**config.mk**
```make
export PLATFORM = sky130hd
export DESIGN_NAME = dpcfg_top
export DESIGN_NICKNAME = d
export VERILOG_FILES = /design/src/dpcfg_top.v /design/src/dpcfg_pin_drive.v /design/src/dpcfg_clock_watch.v
export VERILOG_INCLUDE_DIRS = /design/src
export SDC_FILE = /design/constraint.sdc
export NUM_CORES = 1
export LEC_CHECK = 0
export ABC_AREA = 1
export BUFFER_PORTS_ARGS = -buffer_cell sky130_fd_sc_hd__buf_2
export CORE_MARGIN = 1
export CORE_UTILIZATION = 53
export DETAILED_ROUTE_END_ITERATION = 6
export MAX_ROUTING_LAYER = met4
export PLACE_DENSITY_LB_ADDON = 0.3
export SETUP_SLACK_MARGIN = 0.4
export SLEW_MARGIN = 10
export SYNTH_ARGS = -nofsm -noshare
export SYNTH_HDL_FRONTEND = slang
export SYNTH_SLANG_ARGS = --single-unit
```
**constraint.sdc**
```tcl
create_clock -name mclk_i -period 3.71 [get_ports mclk_i]
set_input_delay 0.371 -clock mclk_i [delete_from_list [all_inputs] [get_ports mclk_i]]
set_output_delay 0.371 -clock mclk_i [all_outputs]
set_load 0.02 [all_outputs]
```
**src/dpcfg_regs.vh**
```
// constants of the de-pop, start-up and pin function register slice
// assumes a register port with byte address, write strobe and data
`ifndef DPCFG_REGS_VH
`define DPCFG_REGS_VH
`define DPCFG_ADDR_DEPOP 8'h06
`define DPCFG_ADDR_MISC 8'h07
`define DPCFG_ADDR_PIN1 8'h0A
`define DPCFG_ADDR_PIN2 8'h0B
`define DPCFG_RST_DEPOP 8'h55
`define DPCFG_RST_MISC 8'h00
`define DPCFG_RST_PIN1 8'h32
`define DPCFG_RST_PIN2 8'h00
`define DPCFG_MISC_WMASK 8'hF0
`define DPCFG_PIN_WMASK 8'hF7
`define DPCFG_BIT_DISCH 7
`define DPCFG_BIT_LATE 6
`define DPCFG_BIT_LATE_SEL 5
`define DPCFG_BIT_CLKRST 4
`define DPCFG_CLK_MHZ 200
`define DPCFG_LOSS_MS 2
`define DPCFG_LATE_SHORT_MS 128
`define DPCFG_LATE_LONG_MS 512
`define DPCFG_DISCH_MS 2
`define DPCFG_CYC_PER_MS (`DPCFG_CLK_MHZ * 1000)
`define DPCFG_LOSS_CYC (`DPCFG_LOSS_MS * `DPCFG_CYC_PER_MS)
`define DPCFG_SHORT_CYC (`DPCFG_LATE_SHORT_MS * `DPCFG_CYC_PER_MS)
`define DPCFG_LONG_CYC (`DPCFG_LATE_LONG_MS * `DPCFG_CYC_PER_MS)
`define DPCFG_DISCH_CYC (`DPCFG_DISCH_MS * `DPCFG_CYC_PER_MS)
`define DPCFG_FN_OFF 4'h0
`define DPCFG_FN_IN 4'h1
`define DPCFG_FN_OUT 4'h2
`define DPCFG_FN_IRQ 4'h3
`define DPCFG_FN_PDM 4'h4
`define DPCFG_FN_PDOUT 4'h5
`define DPCFG_FN_PDOUT2 4'h6
`define DPCFG_FN_SDOUT 4'h7
`define DPCFG_FN_SDOUT2 4'h8
`define DPCFG_FN_SBCLK 4'h9
`define DPCFG_FN_SFSYNC 4'hA
`define DPCFG_FN_GENERAL_CLOCK_OUT 4'hB
`define DPCFG_FN_MUXED 4'hC
`define DPCFG_FN_DAISY 4'hD
`endif

```
**src/dpcfg_top.v**
```verilog
// register slice for de-pop, DAC start-up, clock-loss reset and pin 1
// assumes a control port delivering byte address, write and read strobes
`timescale 1ns/1ps
`default_nettype none
`include "dpcfg_regs.vh"
module dpcfg_top #(
  parameter integer LOSS_CYC = `DPCFG_LOSS_CYC,
  parameter integer SHORT_CYC = `DPCFG_SHORT_CYC,
  parameter integer LONG_CYC = `DPCFG_LONG_CYC,
  parameter integer DISCH_CYC = `DPCFG_DISCH_CYC
) (
  // clock and reset
  input wire mclk_i,
  input wire rst_i,
  // control port
  input wire [7:0] reg_addr_i,
  input wire reg_wr_i,
  input wire [7:0] reg_wdata_i,
  input wire reg_rd_i,
  output reg [7:0] reg_rdata_o,
  // dac start-up handshake
  input wire dac_start_i,
  output reg dac_discharge_o,
  output reg dac_power_o,
  // de-pop decoded settings
  output reg [3:0] hp_series_resistor_sel_o,
  output reg [8:0] hp_resistor_onehot_o,
  output reg [3:0] hp_cap_charge_time_o,
  output reg [9:0] hp_charge_onehot_o,
  // clock loss
  input wire sel_clk_i,
  output reg hard_reset_o,
  // pin 1 sources
  input wire irq_i,
  input wire gen_out_i,
  input wire density_mod_clock_out_i,
  input wire pri_dout_i,
  input wire pri_dout2_i,
  input wire sec_dout2_i,
  input wire sec_bclk_i,
  input wire sec_fsync_i,
  input wire gen_clk_i,
  input wire muxed_dout_i,
  input wire daisy_out_i,
  // pin 1 pad
  input wire pin1_i,
  output wire pin1_o,
  output wire pin1_oe_o,
  output wire general_input_o
);
  localparam [1:0] ST_IDLE = 2'd0;
  localparam [1:0] ST_DISCH = 2'd1;
  localparam [1:0] ST_WAIT = 2'd2;
  localparam [1:0] ST_ON = 2'd3;

  reg [7:0] depop_r;
  reg [7:0] misc_r;
  reg [7:0] pin1_r;
  reg [7:0] pin2_r;
  reg [1:0] st_r;
  reg [1:0] st_nxt;
  reg [27:0] tmr_r;
  reg [27:0] tmr_nxt;
  reg [7:0] rd_nxt;
  wire lost;

  // register writes; read-only bits masked so they stay zero
  always @(posedge mclk_i or posedge rst_i) begin
    if (rst_i) begin
      depop_r <= `DPCFG_RST_DEPOP;
      misc_r <= `DPCFG_RST_MISC;
      pin1_r <= `DPCFG_RST_PIN1;
      pin2_r <= `DPCFG_RST_PIN2;
    end else if (reg_wr_i) begin
      case (reg_addr_i)
        `DPCFG_ADDR_DEPOP: depop_r <= reg_wdata_i;
        `DPCFG_ADDR_MISC: misc_r <= reg_wdata_i & `DPCFG_MISC_WMASK;
        `DPCFG_ADDR_PIN1: pin1_r <= reg_wdata_i & `DPCFG_PIN_WMASK;
        `DPCFG_ADDR_PIN2: pin2_r <= reg_wdata_i & `DPCFG_PIN_WMASK;
        default: depop_r <= depop_r;
      endcase
    end
  end

  always @* begin
    case (reg_addr_i)
      `DPCFG_ADDR_DEPOP: rd_nxt = depop_r;
      `DPCFG_ADDR_MISC: rd_nxt = misc_r;
      `DPCFG_ADDR_PIN1: rd_nxt = pin1_r;
      `DPCFG_ADDR_PIN2: rd_nxt = pin2_r;
      default: rd_nxt = 8'h00;
    endcase
  end

  always @(posedge mclk_i or posedge rst_i) begin
    if (rst_i) begin
      reg_rdata_o <= 8'h00;
    end else if (reg_rd_i) begin
      reg_rdata_o <= rd_nxt;
    end
  end

  // de-pop decode; reserved codes give all-zero one-hot
  always @(posedge mclk_i or posedge rst_i) begin
    if (rst_i) begin
      hp_series_resistor_sel_o <= 4'h0;
      hp_resistor_onehot_o <= 9'h000;
      hp_cap_charge_time_o <= 4'h0;
      hp_charge_onehot_o <= 10'h000;
    end else begin
      hp_series_resistor_sel_o <= depop_r[7:4];
      hp_resistor_onehot_o <= (depop_r[7:4] <= 4'h8) ?
        (9'h001 << depop_r[7:4]) : 9'h000;
      hp_cap_charge_time_o <= depop_r[3:0];
      hp_charge_onehot_o <= (depop_r[3:0] <= 4'h9) ?
        (10'h001 << depop_r[3:0]) : 10'h000;
    end
  end

  // start-up sequencer: optional discharge, optional late power-up
  always @* begin
    st_nxt = st_r;
    tmr_nxt = tmr_r;
    case (st_r)
      ST_IDLE: begin
        if (dac_start_i) begin
          if (misc_r[`DPCFG_BIT_DISCH]) begin
            st_nxt = ST_DISCH;
            tmr_nxt = DISCH_CYC[27:0];
          end else if (misc_r[`DPCFG_BIT_LATE]) begin
            st_nxt = ST_WAIT;
            tmr_nxt = misc_r[`DPCFG_BIT_LATE_SEL] ?
              LONG_CYC[27:0] : SHORT_CYC[27:0];
          end else begin
            st_nxt = ST_ON;
          end
        end
      end
      ST_DISCH: begin
        if (!dac_start_i) begin
          st_nxt = ST_IDLE;
        end else if (tmr_r <= 28'h000_0001) begin
          if (misc_r[`DPCFG_BIT_LATE]) begin
            st_nxt = ST_WAIT;
            tmr_nxt = misc_r[`DPCFG_BIT_LATE_SEL] ?
              LONG_CYC[27:0] : SHORT_CYC[27:0];
          end else begin
            st_nxt = ST_ON;
          end
        end else begin
          tmr_nxt = tmr_r - 28'h000_0001;
        end
      end
      ST_WAIT: begin
        if (!dac_start_i) begin
          st_nxt = ST_IDLE;
        end else if (tmr_r <= 28'h000_0001) begin
          st_nxt = ST_ON;
        end else begin
          tmr_nxt = tmr_r - 28'h000_0001;
        end
      end
      ST_ON: begin
        if (!dac_start_i) begin
          st_nxt = ST_IDLE;
        end
      end
      default: st_nxt = ST_IDLE;
    endcase
  end

  always @(posedge mclk_i or posedge rst_i) begin
    if (rst_i) begin
      st_r <= ST_IDLE;
      tmr_r <= 28'h000_0000;
      dac_discharge_o <= 1'b0;
      dac_power_o <= 1'b0;
      hard_reset_o <= 1'b0;
    end else begin
      st_r <= st_nxt;
      tmr_r <= tmr_nxt;
      dac_discharge_o <= (st_nxt == ST_DISCH);
      dac_power_o <= (st_nxt == ST_ON);
      // one-cycle pulse; the system reset tree stretches it
      hard_reset_o <= lost;
    end
  end

  dpcfg_clock_watch #(
    .LOSS_CYC(LOSS_CYC)
  ) u_watch (
    .mclk_i(mclk_i),
    .rst_i(rst_i),
    .en_i(misc_r[`DPCFG_BIT_CLKRST]),
    .sel_clk_i(sel_clk_i),
    .lost_o(lost)
  );

  dpcfg_pin_drive u_pin1 (
    .mclk_i(mclk_i),
    .rst_i(rst_i),
    .cfg_i(pin1_r),
    .irq_i(irq_i),
    .gen_out_i(gen_out_i),
    .density_mod_clock_out_i(density_mod_clock_out_i),
    .pri_dout_i(pri_dout_i),
    .pri_dout2_i(pri_dout2_i),
    .sec_dout2_i(sec_dout2_i),
    .sec_bclk_i(sec_bclk_i),
    .sec_fsync_i(sec_fsync_i),
    .gen_clk_i(gen_clk_i),
    .muxed_dout_i(muxed_dout_i),
    .daisy_out_i(daisy_out_i),
    .pin_in_i(pin1_i),
    .pin_o(pin1_o),
    .pin_oe_o(pin1_oe_o),
    .general_input_o(general_input_o)
  );
endmodule
`default_nettype wire

```
**src/dpcfg_pin_drive.v**
```verilog
// pin function and drive decoder for one general-purpose pin
// assumes source signals synchronous to mclk_i
`timescale 1ns/1ps
`default_nettype none
`include "dpcfg_regs.vh"
module dpcfg_pin_drive (
  // clock and reset
  input wire mclk_i,
  input wire rst_i,
  // configuration
  input wire [7:0] cfg_i,
  // sources
  input wire irq_i,
  input wire gen_out_i,
  input wire density_mod_clock_out_i,
  input wire pri_dout_i,
  input wire pri_dout2_i,
  input wire sec_dout2_i,
  input wire sec_bclk_i,
  input wire sec_fsync_i,
  input wire gen_clk_i,
  input wire muxed_dout_i,
  input wire daisy_out_i,
  input wire pin_in_i,
  // pin and input
  output reg pin_o,
  output reg pin_oe_o,
  output reg general_input_o
);
  reg lvl;
  reg drives;
  reg serial;
  reg oe;
  wire [3:0] fn = cfg_i[7:4];
  wire [2:0] drv = cfg_i[2:0];
  always @* begin
    lvl = 1'b0;
    drives = 1'b1;
    serial = 1'b0;
    case (fn)
      `DPCFG_FN_OUT: lvl = gen_out_i;
      `DPCFG_FN_IRQ: lvl = irq_i;
      `DPCFG_FN_PDM: lvl = density_mod_clock_out_i;
      `DPCFG_FN_PDOUT: begin
        lvl = pri_dout_i;
        serial = 1'b1;
      end
      `DPCFG_FN_PDOUT2: begin
        lvl = pri_dout2_i;
        serial = 1'b1;
      end
      `DPCFG_FN_SDOUT, `DPCFG_FN_SDOUT2: begin
        lvl = sec_dout2_i;
        serial = 1'b1;
      end
      `DPCFG_FN_SBCLK: lvl = sec_bclk_i;
      `DPCFG_FN_SFSYNC: lvl = sec_fsync_i;
      `DPCFG_FN_GENERAL_CLOCK_OUT: lvl = gen_clk_i;
      `DPCFG_FN_MUXED: begin
        lvl = muxed_dout_i;
        serial = 1'b1;
      end
      `DPCFG_FN_DAISY: lvl = daisy_out_i;
      // reserved 14/15 and off/input leave the pin undriven
      default: drives = 1'b0;
    endcase
    // weak levels modelled as driven; pad strength lives outside
    if (!drives) begin
      oe = 1'b0;
    end else if (serial) begin
      oe = 1'b1;
    end else begin
      case (drv)
        3'h1: oe = 1'b1;
        3'h2: oe = 1'b1;
        3'h3: oe = ~lvl;
        3'h4: oe = 1'b1;
        3'h5: oe = lvl;
        default: oe = 1'b0;
      endcase
    end
  end
  always @(posedge mclk_i or posedge rst_i) begin
    if (rst_i) begin
      pin_o <= 1'b0;
      pin_oe_o <= 1'b0;
      general_input_o <= 1'b0;
    end else begin
      pin_o <= lvl;
      pin_oe_o <= oe;
      general_input_o <= (fn == `DPCFG_FN_IN) ? pin_in_i : 1'b0;
    end
  end
endmodule
`default_nettype wire

```
**src/dpcfg_clock_watch.v**
```verilog
// clock-loss watchdog: counts cycles with no edge of the selected clock
// assumes the selected clock arrives as a synchronous level sample
`timescale 1ns/1ps
`default_nettype none
`include "dpcfg_regs.vh"
module dpcfg_clock_watch #(
  parameter integer LOSS_CYC = `DPCFG_LOSS_CYC
) (
  // clock and reset
  input wire mclk_i,
  input wire rst_i,
  // control
  input wire en_i,
  input wire sel_clk_i,
  // result
  output reg lost_o
);
  reg [19:0] cnt_r;
  reg prev_r;
  always @(posedge mclk_i or posedge rst_i) begin
    if (rst_i) begin
      cnt_r <= 20'h0_0000;
      prev_r <= 1'b0;
      lost_o <= 1'b0;
    end else begin
      prev_r <= sel_clk_i;
      lost_o <= 1'b0;
      if (!en_i || prev_r != sel_clk_i) begin
        cnt_r <= 20'h0_0000;
      end else if (cnt_r >= LOSS_CYC[19:0] - 20'h0_0001) begin
        lost_o <= 1'b1;
        cnt_r <= 20'h0_0000;
      end else begin
        cnt_r <= cnt_r + 20'h0_0001;
      end
    end
  end
endmodule
`default_nettype wire

```
==> results.json <==
{
  "fin_skew_ps": 13.0,
  "vias": 5902,
  "power.density_nw_per_um2": 705,
  "drtAntennaViolNets": 0,
  "muxShareOfSynthArea_pct": 0,
  "drive_above_1_share_pct": 15.4,
  "final_period_minus_worst_setup_slack_ps": 2430,
  "synth_compound_area_share_pct": 11.5,
  "clk_path_buf_depth": 2,
  "port-buffer-count": 74,
  "yosysTopAreaCell": "dfrtp_1",
  "startpoint_type": "flop",
  "cts.sinks": 119,
  "outcome": "completed",
  "rsz0062_at_grt": "no",
  "core_um2": 11700,
  "drc_errors": 0,
  "cp_max_fo": 39,
  "power.share.clock_pct": 31.0,
  "synthAdderAreaFrac_pct": 1.55,
  "place.gp.congestion": 0.966,
  "initial_core_util_pct": 55.3,
  "crit_path_end_kind": "flop",
  "hpwl_um": 10800,
  "synth.area.top_cells": "dfrtp_1, nand2_1, nor2_1, nand3_1, inv_1",
  "setup-violations-final": 0,
  "path_clk_slew_ps": 60,
  "htreeDepth": 4,
  "hold_viol": 0,
  "dpl_cell_area_um2": 6940,
  "root_buffer": "clkbuf_16",
  "cpPeakStageDelay_ps": 530,
  "detail_route.iter0.violations": 616,
  "finalSetupTns_ps": 0,
  "relSlewSlack_pct": 47.8,
  "wirelength_um": 16000,
  "dp_cells": 1047,
  "synth_fp_nets": 892,
  "crit_top_cell": "nor2_1",
  "crit_arrival_ps": 2730,
  "critPathKind": "flop to flop",
  "clock.fmax_mhz": 411,
  "crit_family": "buffers and inverters",
  "vdd_drop_max_v": 0.000651,
  "synthSimpleGateAreaFrac_pct": 29.7,
  "finalInstanceArea_um2": 7540,
  "p_seq_share_pct": 33.7,
  "clk_latency_ps": 420,
  "antenna_found_initial": 0,
  "slew_violations": 0,
  "internal_power_w": 0.00318,
  "p_leak_nw": 3.65,
  "syn_area_per_cell_um2": 7.59,
  "ys_async_sr_fraction_pct": 100,
  "final_cells": 1080,
  "syn-cell-area_um2": 6450,
  "syn_inst": 850,
  "ys_ff_latch": 119,
  "switching_power_w": 0.00214,
  "synth-xor-area-share_pct": 3.66,
  "yosysWarnings": 0,
  "pwr-share-comb_pct": 35.3,
  "ioPinCount": 75,
  "rows": 39,
  "grt_pass1_wl_um": 27100,
  "syn2layout_area_growth_pct": 16.9,
  "setup_ws_ps": 1280,
  "grt_pass1_vias": 5516,
  "die_x_um": 112,
  "cp.required_ps": 4000,
  "synth_top_family_by_area": "simple AND/OR/NAND/NOR gates",
  "tightest_slew_ps": 781,
  "die_h_um": 112,
  "cts_buffers": 17,
  "cp_slowest_cell": "inv_2",
  "cts_resized": 0,
  "synth_edf_count": 0,
  "first_pass_iters": 7,
  "yosysTopAreaCellShare_pct": 43.4,
  "diodes": 0,
  "globalRouteOverflowTotal": 0,
  "pre_cts_slack_ps": 1300,
  "finalNetCount": 966,
  "max_cap_violations": 0,
  "synth_flop_cell": "dfrtp_1",
  "ys_types": 43,
  "die_area_um2": 12600,
  "crit_buf_inv": 2,
  "nFillCells": 994,
  "viasPerCell": 5.46,
  "cts_tree": "yes",
  "grt_usage_pct": 28.3,
  "hold_class": "primary input to flop",
  "sw_frac_of_total_pct": 40.2,
  "wl_per_cell_um": 14.8,
  "ys_seq_area_share_pct": 46.3,
  "fin_crit_sh_pct": 65.6,
  "grt_max_degree": 112,
  "crit_chain": "inv_1 > ha_1 > nor3_1 > nor2_1 > nor2_1 > nand2_4 > inv_2 > o21a_1 > a21oi_1"
}
metrics by stage:
| step | total power [W] | hold WS, ps | util (%) |
|---|---|---|---|
| 2_1_floorplan | 0.00322 | 331 | - |
| 6_report | 0.00532 | 77.9 | 64.7 |
| 3_3_place_gp | 0.00359 | 317 | 59.5 |
| 3_5_place_dp | 0.00363 | 316 | 59.5 |
| 4_1_cts | 0.00531 | 67.8 | 64.7 |
| 5_1_grt | 0.00566 | 69.4 | 64.7 |
per-layer routing:
metal  wire, um  track usage, %
met5          0               -
met2       7290            41.8
met3       1000            6.05
met4        242            9.60
met1       7420            38.8
cell usage in the layout, fill, tap and decap left out, types with 4 or more instances in the layout:
cell type / n
nor2_2: 5
nor3_1: 19
nand2_1: 176
nand3_1: 67
inv_6: 4
xnor2_1: 7
ha_1: 8
buf_2: 74
o21ai_0: 56
inv_1: 84
inv_2: 10
nor2_1: 138
xor2_1: 20
nand4_1: 17
a21oi_1: 38
dfrtp_1: 112
clkbuf_16: 17
dfstp_2: 7
o21ai_1: 10
a31oi_1: 16
logic make-up after synthesis:
kind of cell	count (synthesis)
and+or+nand+nor	441
AOI/OAI and AO/OA	135
buffers and inverters	119
DFF	119
xor gates and xnor gates	27
adders and majority gates	8
other	1
repair_timing:
item | 4_1_cts | 5_1_grt
setup buffers | 0 | 0
endpoints found under the hold margin | 8 | 0
hold buffers | 1 | 0
setup endpoints to repair | 0 | 0
flip-flops by register name, indices dropped and copies added (netlist names):
signal	count
hp_charge_onehot_o	10
dac_power_o	1
hp_series_resistor_sel_o	4
tmr_r	28
hp_cap_charge_time_o	4
u_watch.lost_o	1
hp_resistor_onehot_o	9
pin1_r	7
u_pin1.pin_oe_o	1
pin2_r	7
u_pin1.general_input_o	1
depop_r	8
u_pin1.pin_o	1
misc_r	4
st_r	2
u_watch.cnt_r	20
hard_reset_o	1
reg_rdata_o	8
u_watch.prev_r	1
dac_discharge_o	1
synth_stat cells (7+ instances only):
| master | count |
|---|---|
| inv_1 | 85 |
| dfstp_2 | 7 |
| o21ai_1 | 10 |
| nand4_1 | 17 |
| clkbuf_1 | 17 |
| nand2_1 | 176 |
| nor2_1 | 138 |
| o21ai_0 | 56 |
| xnor2_1 | 7 |
| ha_1 | 8 |
| a31oi_1 | 16 |
| a21oi_1 | 38 |
| nand3_1 | 67 |
| nor3_1 | 19 |
| inv_2 | 10 |
| xor2_1 | 20 |
| dfrtp_1 | 112 |
worst paths after layout:
kind	depth (start not counted)	to	start	slack (ps)
min	1	u_watch.prev_r	sel_clk_i	80
min in group asynchronous	3	u_watch.cnt_r[17]	rst_i	430
max reg2reg	9	tmr_r[12]	st_r[0]	1280
max in group asynchronous	4	pin1_r[1]	rst_i	2480
min reg2reg	0	hard_reset_o	u_watch.lost_o	350
max	9	tmr_r[12]	st_r[0]	1280
area by class of cell:
cell class	instances	area (um^2)	share of cell area, %
Multi-Input combinational cell	612	3000	39.8
Sequential cell	119	2990	39.6
Clock buffer	19	453	6.00
Timing Repair Buffer	79	423	5.61
Inverter	95	360	4.78
Tap cell	143	179	2.37
Clock inverter	13	144	1.91
power groups by stage:
stage	logic [W]	clock network [W]	registers (W)
5_1_grt	0.00210	0.00174	0.00182
6_report	0.00188	0.00165	0.00179
4_1_cts	0.00186	0.00167	0.00178
2_1_floorplan	0.00146	0	0.00176
3_5_place_dp	0.00184	0	0.00179
3_3_place_gp	0.00180	0	0.00179
No activity file was read; power rests on OpenSTA's default activity.
